<file path="src/logic/stop_wdt_pkg.sv">
package stop_wdt_pkg;
    // ============================================================
    // Clock and timing
    localparam int CLK_PERIOD_NS   = 8;
    localparam int CLK_MHZ         = 1000 / CLK_PERIOD_NS;
    localparam int WIN_SCLK        = 60;   // Mode write window
    localparam int FAST_WAKE_TPC   = 5;    // Least wake hold
    localparam int WDT_RC_US0      = 3500;
    localparam int WDT_RC_US1      = 7000;
    localparam int WDT_RC_US2      = 14000;
    localparam int WDT_RC_US3      = 56000;
    localparam int WDT_RC_CYC0     = WDT_RC_US0 * CLK_MHZ;
    localparam int WDT_RC_CYC1     = WDT_RC_US1 * CLK_MHZ;
    localparam int WDT_RC_CYC2     = WDT_RC_US2 * CLK_MHZ;
    localparam int WDT_RC_CYC3     = WDT_RC_US3 * CLK_MHZ;
    localparam logic [11:0] WDT_SCLK0 = 12'h080;
    localparam logic [11:0] WDT_SCLK1 = 12'h100;
    localparam logic [11:0] WDT_SCLK2 = 12'h200;
    localparam logic [11:0] WDT_SCLK3 = 12'h800;
    // ============================================================
    // Register indices (byte address is four times the index)
    localparam logic [7:0] IDX_CTRL   = 8'h0B;
    localparam logic [7:0] IDX_EXTRA  = 8'h0D;
    localparam logic [7:0] IDX_MODE   = 8'h0F;
    localparam logic [7:0] IDX_STATUS = 8'h10;
    // ============================================================
    // Field positions
    localparam int F_DIV16 = 0;
    localparam int F_NODIV = 1;
    localparam int F_SRC   = 2;    // Bits 4..2
    localparam int F_DELAY = 5;
    localparam int F_POL   = 6;
    localparam int F_WARM  = 7;
    localparam int F_TSEL  = 0;    // Bits 1..0
    localparam int F_HALT  = 2;
    localparam int F_STOP  = 3;
    localparam int F_XTAL  = 4;
    // ============================================================
    // Reset values
    localparam logic [6:0] CTRL_RST  = 7'h20;
    localparam logic [1:0] EXTRA_RST = 2'h0;
    localparam logic [4:0] MODE_RST  = 5'h0D;
    // ============================================================
    // Carriers
    typedef struct packed {
        logic [7:0] p2_in;     // Port 2 pin levels
        logic [7:0] p2_out;    // Port 2 driven levels
        logic [7:0] p2_is_out; // Port 2 direction, 1 = output
        logic [3:0] p3_in;     // Port 3 bits 3..0
    } wake_pins_s;
    typedef struct packed {
        logic halt_mode;       // CPU in HALT
        logic stop_mode;       // CPU in STOP
        logic first_instr;     // First instruction after reset
        logic wdt_instr;       // Watchdog refresh instruction
        logic analog_mode;     // Port 3 analog mode
    } cpu_state_s;
endpackage

</file>
<file path="src/logic/stop_recovery_and_watchdog_ctrl.sv">
`timescale 1ns/1ps
module stop_recovery_and_watchdog_ctrl
    import stop_wdt_pkg::*;
#(
    parameter bit PERMANENT = 1'b0,                // Permanent watchdog option
    parameter int RC_CYC0   = stop_wdt_pkg::WDT_RC_CYC0,
    parameter int RC_CYC1   = stop_wdt_pkg::WDT_RC_CYC1,
    parameter int RC_CYC2   = stop_wdt_pkg::WDT_RC_CYC2,
    parameter int RC_CYC3   = stop_wdt_pkg::WDT_RC_CYC3
) (
    input  wire logic                     pclk,          // 125 MHz clock
    input  wire logic                     presetn,       // Async reset, low
    input  wire logic                     psel,          // APB select
    input  wire logic                     penable,       // APB enable
    input  wire logic                     pwrite,        // APB direction
    input  wire logic [11:0]              paddr,         // APB byte address
    input  wire logic [31:0]              pwdata,        // APB write data
    output logic      [31:0]              prdata,        // APB read data
    output logic                          pready,        // APB ready
    output logic                          pslverr,       // APB error
    input  wire stop_wdt_pkg::wake_pins_s pins,          // Wake pins
    input  wire stop_wdt_pkg::cpu_state_s cpu,           // CPU state
    input  wire logic                     supply_low,    // Comparator pin
    output logic                          sclk_tick,     // System clock enable
    output logic                          wake_pulse,    // Stop wake event
    output logic                          wdt_reset,     // Watchdog timeout
    output logic                          por_start,     // Start delay timer
    output logic                          global_reset   // Low voltage reset
);
    import stop_wdt_pkg::*;

    // ============================================================
    // Helpers
    function automatic logic [11:0] byte_addr(input logic [7:0] idx);
        byte_addr = {2'h0, idx, 2'h0};
    endfunction

    function automatic logic [23:0] wdt_limit(input logic [1:0] sel,
                                             input logic xtal);
        logic [11:0] s;
        int          r;
        s = 12'h000;
        r = 0;
        unique case (sel)
            2'd0: begin s = WDT_SCLK0; r = RC_CYC0; end
            2'd1: begin s = WDT_SCLK1; r = RC_CYC1; end
            2'd2: begin s = WDT_SCLK2; r = RC_CYC2; end
            2'd3: begin s = WDT_SCLK3; r = RC_CYC3; end
        endcase
        wdt_limit = xtal ? {12'h000, s} : r[23:0];
    endfunction

    typedef enum logic [1:0] {WIN_WAIT, WIN_OPEN, WIN_LOCKED} win_e;

    // ============================================================
    // Pin synchronisers: three stages, change taken when 2 and 3 agree
    localparam int SW = 13;
    logic [SW-1:0] s1_r, s2_r, s3_r, filt_r;              // Sync chain
    wire  [SW-1:0] pin_raw = {supply_low, pins.p3_in, pins.p2_in};

    // Stage one feeds only stage two
    always_ff @(posedge pclk or negedge presetn) begin
        if (!presetn) begin
            s1_r   <= '0;
            s2_r   <= '0;
            s3_r   <= '0;
            filt_r <= '0;
        end else begin
            s1_r <= pin_raw;
            s2_r <= s1_r;
            s3_r <= s2_r;
            for (int i = 0; i < SW; i++) begin
                if (s2_r[i] == s3_r[i]) begin
                    filt_r[i] <= s3_r[i];
                end
            end
        end
    end

    wire       low_f  = filt_r[12];                        // Supply low
    wire [3:0] p3_f   = filt_r[11:8];                      // Port 3 sync
    // Output pins wake on the level being driven, not the pad
    wire [7:0] p2_eff = (pins.p2_is_out & pins.p2_out)
                      | (~pins.p2_is_out & filt_r[7:0]);

    // ============================================================
    // Registers
    logic [6:0]  ctrl_r;        // Control bits 6..0
    logic        warm_r;        // Warm start flag
    logic [1:0]  extra_r;       // Extra wake sources
    logic [4:0]  mode_r;        // Watchdog mode
    logic        wdt_en_r;      // Watchdog running
    logic [23:0] wdt_cnt_r;     // Watchdog counter
    logic [4:0]  div_cnt_r;     // Prescaler counter
    logic [5:0]  win_cnt_r;     // Write window count
    win_e        win_r;         // Write window state
    logic        woke_r;        // Wake or timeout already fired in this stop
    logic        low_d_r;       // Supply low, delayed

    // ============================================================
    // APB decode
    wire setup    = psel & ~penable;
    wire access   = psel & penable;
    wire hit_ctrl = paddr == byte_addr(IDX_CTRL);
    wire hit_ext  = paddr == byte_addr(IDX_EXTRA);
    wire hit_mode = paddr == byte_addr(IDX_MODE);
    wire hit_stat = paddr == byte_addr(IDX_STATUS);
    wire mapped   = hit_ctrl | hit_ext | hit_mode | hit_stat;
    wire wr       = access & pwrite & mapped;
    // Writes after the window closes complete but are dropped
    wire mode_ok  = win_r != WIN_LOCKED;
    wire wr_mode  = wr & hit_mode & mode_ok;

    // Answer in the access cycle, no wait states
    assign pready  = 1'b1;
    assign pslverr = access & ~mapped;

    // Read data: only the warm flag and status are visible
    wire [31:0] rd_mux = hit_ctrl ? {24'h0, warm_r, 7'h00}
                       : hit_stat ? {26'h0, (win_r == WIN_LOCKED),
                                     cpu.stop_mode, low_f, wdt_en_r,
                                     mode_ok, woke_r}
                       : 32'h0;

    // Read data captured in the setup cycle
    always_ff @(posedge pclk or negedge presetn) begin
        if (!presetn) begin
            prdata <= 32'h0;
        end else if (setup) begin
            prdata <= pwrite ? 32'h0 : rd_mux;
        end
    end

    // ============================================================
    // Clock prescaler: ratio 1, 2, 16 or 32 crystal clocks
    wire [4:0] div_ratio_m1 = ctrl_r[F_DIV16]
                            ? (ctrl_r[F_NODIV] ? 5'd15 : 5'd31)
                            : (ctrl_r[F_NODIV] ? 5'd0 : 5'd1);
    // Crystal stops in STOP, so no system ticks there
    wire       div_hit      = div_cnt_r >= div_ratio_m1;

    // Prescaler counter and registered tick
    always_ff @(posedge pclk or negedge presetn) begin
        if (!presetn) begin
            div_cnt_r <= 5'd0;
            sclk_tick <= 1'b0;
        end else if (cpu.stop_mode) begin
            div_cnt_r <= 5'd0;
            sclk_tick <= 1'b0;
        end else begin
            div_cnt_r <= div_hit ? 5'd0 : div_cnt_r + 5'd1;
            sclk_tick <= div_hit;
        end
    end

    // ============================================================
    // Wake source selection
    wire       pol = ctrl_r[F_POL];
    wire [2:0] src = ctrl_r[F_SRC+:3];
    logic      src_lvl;                                     // Source level
    logic      src_on;                                      // Source chosen
    always_comb begin
        src_lvl = 1'b0;
        src_on  = 1'b1;
        unique case (src)
            3'd0:    src_on  = 1'b0;
            3'd1:    src_lvl = p3_f[0];
            3'd2:    src_lvl = p3_f[1];
            3'd3:    src_lvl = p3_f[2];
            3'd4:    src_lvl = p3_f[3];
            3'd5:    src_lvl = p2_eff[7];
            3'd6:    src_lvl = ~|p2_eff[3:0];
            3'd7:    src_lvl = ~|p2_eff;
        endcase
        // Port 3 bits 1..3 are not sources in analog mode
        if (cpu.analog_mode && src inside {3'd2, 3'd3, 3'd4}) begin
            src_on = 1'b0;
        end
    end
    // Extra sources; software keeps the other select at zero
    wire ext_lvl = extra_r == 2'd1 ? &p2_eff[3:0] : &p2_eff;
    wire ext_on  = extra_r == 2'd1 || extra_r == 2'd2;
    // Sync latency is four clocks, inside the five-clock hold
    wire wake_now = cpu.stop_mode & ~woke_r
                  & ((src_on & (src_lvl == pol))
                  | (ext_on & (ext_lvl == pol)));

    // ============================================================
    // Watchdog
    wire       xtal_src = mode_r[F_XTAL];
    wire       locked_on = PERMANENT & ~xtal_src;
    wire       run_ok   = locked_on
                        | ((~cpu.halt_mode | mode_r[F_HALT])
                        & (~cpu.stop_mode
                        | (mode_r[F_STOP] & ~xtal_src)));
    wire       cnt_tick = xtal_src ? sclk_tick : 1'b1;
    wire [23:0] limit   = wdt_limit(mode_r[F_TSEL+:2], xtal_src);
    wire       timeout  = wdt_en_r & run_ok & cnt_tick
                        & (wdt_cnt_r >= limit - 24'd1);
    wire       reset_ev = timeout | wake_now;

    // Counter: refresh clears it, terminal count fires a reset
    always_ff @(posedge pclk or negedge presetn) begin
        if (!presetn) begin
            wdt_cnt_r <= 24'd0;
            wdt_en_r  <= PERMANENT;
        end else if (reset_ev || low_f) begin
            // A low supply is a global reset, so it turns the watchdog off too unless PERMANENT is set
            wdt_cnt_r <= 24'd0;
            wdt_en_r  <= PERMANENT;
        end else if (cpu.wdt_instr) begin
            wdt_cnt_r <= 24'd0;
            wdt_en_r  <= 1'b1;
        end else if (wdt_en_r && run_ok && cnt_tick) begin
            wdt_cnt_r <= wdt_cnt_r + 24'd1;
        end
    end

    // ============================================================
    // Mode write window, counted in system clocks
    always_ff @(posedge pclk or negedge presetn) begin
        if (!presetn) begin
            win_r     <= WIN_WAIT;
            win_cnt_r <= 6'd0;
        end else if (reset_ev || (low_d_r && !low_f)) begin
            win_r     <= WIN_WAIT;
            win_cnt_r <= 6'd0;
        end else begin
            unique case (win_r)
                WIN_WAIT: begin
                    if (cpu.first_instr) begin
                        win_r <= WIN_OPEN;
                    end
                end
                WIN_OPEN: begin
                    if (sclk_tick) begin
                        win_cnt_r <= win_cnt_r + 6'd1;
                        if (win_cnt_r == 6'(WIN_SCLK - 1)) begin
                            win_r <= WIN_LOCKED;
                        end
                    end
                end
                WIN_LOCKED: win_r <= WIN_LOCKED;
            endcase
        end
    end

    // ============================================================
    // Software registers; wake wins over a write in the same cycle
    always_ff @(posedge pclk or negedge presetn) begin
        if (!presetn) begin
            ctrl_r  <= CTRL_RST;
            extra_r <= EXTRA_RST;
            mode_r  <= MODE_RST;
        end else if (low_f) begin
            // Supply fail restores power-on defaults
            ctrl_r  <= CTRL_RST;
            extra_r <= EXTRA_RST;
            mode_r  <= MODE_RST;
        end else begin
            if (wr && hit_ctrl) begin
                ctrl_r <= pwdata[6:0];
            end
            if (wr && hit_ext) begin
                extra_r <= pwdata[1:0];
            end
            if (wr_mode) begin
                mode_r <= pwdata[4:0];
            end
            // A stop timeout leaves ctrl_r, extra_r and mode_r as they were
            if (wake_now) begin
                ctrl_r[F_DIV16] <= 1'b0;
            end
        end
    end

    // ============================================================
    // Flags and event outputs
    always_ff @(posedge pclk or negedge presetn) begin
        if (!presetn) begin
            warm_r       <= 1'b0;
            woke_r       <= 1'b0;
            low_d_r      <= 1'b0;
            wake_pulse   <= 1'b0;
            wdt_reset    <= 1'b0;
            por_start    <= 1'b0;
            global_reset <= 1'b0;
        end else begin
            low_d_r      <= low_f;
            global_reset <= low_f;
            wake_pulse   <= wake_now;
            wdt_reset    <= timeout;
            // Delay after timeout even if wake delay is off
            por_start    <= timeout
                          | (wake_now & ctrl_r[F_DELAY])
                          | (low_d_r & ~low_f);
            woke_r       <= cpu.stop_mode & (woke_r | reset_ev);
            if (wake_now) begin
                warm_r <= 1'b1;
            end else if (timeout || low_f) begin
                warm_r <= 1'b0;
            end
        end
    end
endmodule

</file>
<file path="config.mk">
export PLATFORM = sky130hd
export DESIGN_NAME = stop_recovery_and_watchdog_ctrl
export DESIGN_NICKNAME = d
export VERILOG_FILES = /design/src/logic/stop_wdt_pkg.sv /design/src/logic/stop_recovery_and_watchdog_ctrl.sv
export SDC_FILE = /design/constraint.sdc
export NUM_CORES = 1
export LEC_CHECK = 0
export ABC_AREA = 1
export BUFFER_PORTS_ARGS = -buffer_cell sky130_fd_sc_hd__buf_2
export CAP_MARGIN = 30
export CORE_MARGIN = 4
export CORE_UTILIZATION = 40
export CTS_CLUSTER_SIZE = 10
export DETAILED_ROUTE_END_ITERATION = 16
export GPL_TIMING_DRIVEN = 0
export PLACE_DENSITY = 0.62
export SYNTH_ARGS = -nofsm -noshare
export SYNTH_HDL_FRONTEND = slang
export SYNTH_SLANG_ARGS = --single-unit
</file>
<file path="constraint.sdc">
create_clock -name pclk -period 3.75 [get_ports pclk]
set_clock_uncertainty 0.05 [all_clocks]
set_input_delay 0.1875 -clock pclk [delete_from_list [all_inputs] [get_ports pclk]]
set_output_delay 0.1875 -clock pclk [all_outputs]
set_load 0.03 [all_outputs]
</file>
==> run metrics <==
final setup fails 0; register area share after synthesis 47.82%; Adder-Cell Fraction of Synth Area 10.40%; setup bufs post-CTS 0; residual DRC count 0; CTS tree yes; Syn-to-layout area delta 24.49%; cts repair resizes 0; clock-pin transition on the worst setup and hold timing paths 0.06 ns; DP Area 0.006899 mm2; global-route wire length before repair 21.46 mm; endpoints failing hold 0; Post-synth EDFFs 0; Die ar. 0.01752 mm2; Clock Sinks 118; largest family of logic cells by synthesized area simple AND/OR/NAND/NOR gates; Lkg Pwr 3.801 nW; Yosys top cell area share 46.12%; final wirelength 12.60 mm; Rows 45; vias per cell 4.605; fin crit period 3.375 ns; pre-CTS setup slack 0.3831 ns; met1 GRT Util 20.07%; Final WS setup 0.3753 ns; fraction of registers with async set/reset 100.0%; Max VDD drop 0.3472 mV; GR Util met2 24.50%; final setup TNS 0 ns; ys flop type dfrtp_1; Worst-Skew Late Latency 0.41 ns; Slew Viols, Final 0; Yosys top cell by area dfrtp_1; post-synthesis cell type count 44; number of max-cap violations 0; Yosys warning total 0; post-synthesis compound-gate area fraction 6.493%; initial DRC count 282; core area 0.01520 mm2; layer with the highest usage met2; share of cells above drive strength 1 22.26%; Largest stage delay, worst path 0.59 ns; clk root buf clkbuf_16; initial antenna violation count 0; critical path class reg2reg; unrepaired setup endpoints after global routing false; Worst path slowest cell dfstp_2; fin crit share 89.99%; Crit Path Max Fanout 10; diode count 0; CTS hold repair buffers 21; Synth Area in Simple Gates 21.52%; Hold/Removal Path Class in2reg; Die Y 132.4 um; cts bufs inserted 17; vias in the first global route 4,483; CP endpoint kind register; DRT Pass-1 Iters 4; gpl congestion 0.8097; WP data required 4.04 ns; wire per inst 12.48 um; PD cells 479.0 mW/mm2; Post-Synth XOR/XNOR Area 4.672%; Mean Syn Cell Area 9.192 um2; H-tree levels 4; Worst EP arrival 3.67 ns; initial core utilization 40.69%; Syn Inst Count 673; Die X 132.4 um; Most common cell on crit path nand2_1; Max clock buf depth 2; Startpoint Class register; Min Hold Slack 0.02823 ns; GRT Total Usage 15.12%; detailed placer's ending HPWL 9.225 mm; synth top area cells dfrtp_1 46%, ha_1 8.3%, nand2_1 7.3%, inv_1 4.4%, xor2_1 3.8%; Vias 4,651; largest net degree at the start of global routing 90; Boundary Pins 122; status finished clean; worst-path cell chain inv_1 > ha_1 > nor4_1 > a21oi_1 > ha_1 > nand2_1 > nor2_1 > nand2_1 > nor2_1 > o21ai_0 > nand3_1 > nand2_1 > inv_1 > a21oi_2 > nand2_1 > a21oi_1; Routed Antenna Nets 0; nets 933; FF+latch count, synth 118; total gr overflow 0; area of the mapped netlist 0.006186 mm2; fmax 296.3 MHz; final core utilization 50.66%; post-synthesis mux area share 0.1618%; IO Port Bufs 70; grt met3 use 3.664%; design area 0.007701 mm2
power breakdown:
part           switching, W  total (W)  internal [W]
Clock              0.000614    0.00162       0.00100
Sequential        0.0000695    0.00144       0.00137
Combinational      0.000391   0.000631      0.000239
Total               0.00107    0.00369       0.00261
logic make-up (layout without fill, tap and decap cells):
logic type / after synthesis / in the layout
buffers and inverters: 110 / 234
AND/OR/NAND/NOR: 283 / 283
AO/OA/AOI/OAI: 72 / 72
adder cells (fa/ha/maj): 54 / 54
other: 2 / 27
XOR/XNOR: 33 / 33
multiplexers: 1 / 1
flip-flops: 118 / 118
cell usage after synthesis, types with 2 or more instances:
cell type,n
inv_2,3
nor2_4,2
buf_6,4
nand2_2,4
o21ai_0,36
buf_4,27
xnor2_1,6
xor2_1,27
nand2_1,121
o21ai_1,2
o21a_1,3
or2_2,3
dfrtp_1,114
and2_1,2
nand4_1,20
conb_1,2
nor4_1,5
nor2_2,25
maj3_1,13
ha_1,41
nor2_1,53
dfstp_2,4
inv_1,73
a21oi_1,23
nand3_1,38
nor3_1,4
layout by cell type (no fill, tap or decap), types with 36 or more instances in the layout:
| master | count |
|---|---|
| ha_1 | 41 |
| nand2_1 | 121 |
| buf_2 | 70 |
| nor2_1 | 53 |
| o21ai_0 | 36 |
| inv_1 | 73 |
| nand3_1 | 38 |
| dfrtp_1 | 114 |
critical path, delay by kind of cell, from the launching register on:
| family | cells | cell delay, ns |
|---|---|---|
| AND/OR/NAND/NOR | 8 | 1.19 |
| AO/OA/AOI/OAI | 4 | 0.70 |
| flip-flops | 1 | 0.59 |
| adder cells (fa/ha/maj) | 2 | 0.57 |
| buffers and inverters | 2 | 0.19 |
area by class of cell:
type | instances | area, um2
repair buffers | 92 | 594.3
multi-input cells | 470 | 2776
clock buffers | 19 | 442.9
clock inverters | 13 | 148.9
plain buffers | 33 | 256.5
fillers | 1439 | 7501
well taps | 188 | 235.2
flip-flops and latches | 118 | 2958
inverters | 77 | 289.0
flip-flops by register name, indices dropped and copies added, names as in the netlist:
signal and cells:
wdt_cnt_r 24, filt_r 13, s1_r 13, s2_r 13, s3_r 13, ctrl_r 7, prdata 7, win_cnt_r 6
div_cnt_r 5, mode_r 5, extra_r 2, win_r 2, low_d_r 1, por_start 1, sclk_tick 1, wake_pulse 1
warm_r 1, wdt_en_r 1, wdt_reset 1, woke_r 1
routing by layer:
layer,part of all wire (%),vias up
met3,4.1,14
met1,47,2122
met4,1.2,0
met5,0,-
li1,-,2431
met2,47,84
final timing paths:
path	from	end	slack, ns	depth (start not counted)
worst max-delay path	mode_r[0]	win_r[1]	0.38	16
worst min-delay path	pwdata[0]	extra_r[0]	0.03	3
worst max register to register	mode_r[0]	win_r[1]	0.38	16
worst min register to register	s1_r[3]	s2_r[3]	0.30	0
max in group asynchronous	presetn	mode_r[3]	2.73	3
min in group asynchronous	presetn	filt_r[4]	0.17	2
per-stage QoR:
stage / std cells / total power [W]
CTS: 1010 / 0.003733
global placement: 956 / 0.002068
floorplan: 698 / 0.001892
finish: 1010 / 0.003689
detailed placement: 957 / 0.002082
global route: 1010 / 0.003897
Power figures use the tool's default switching activity.
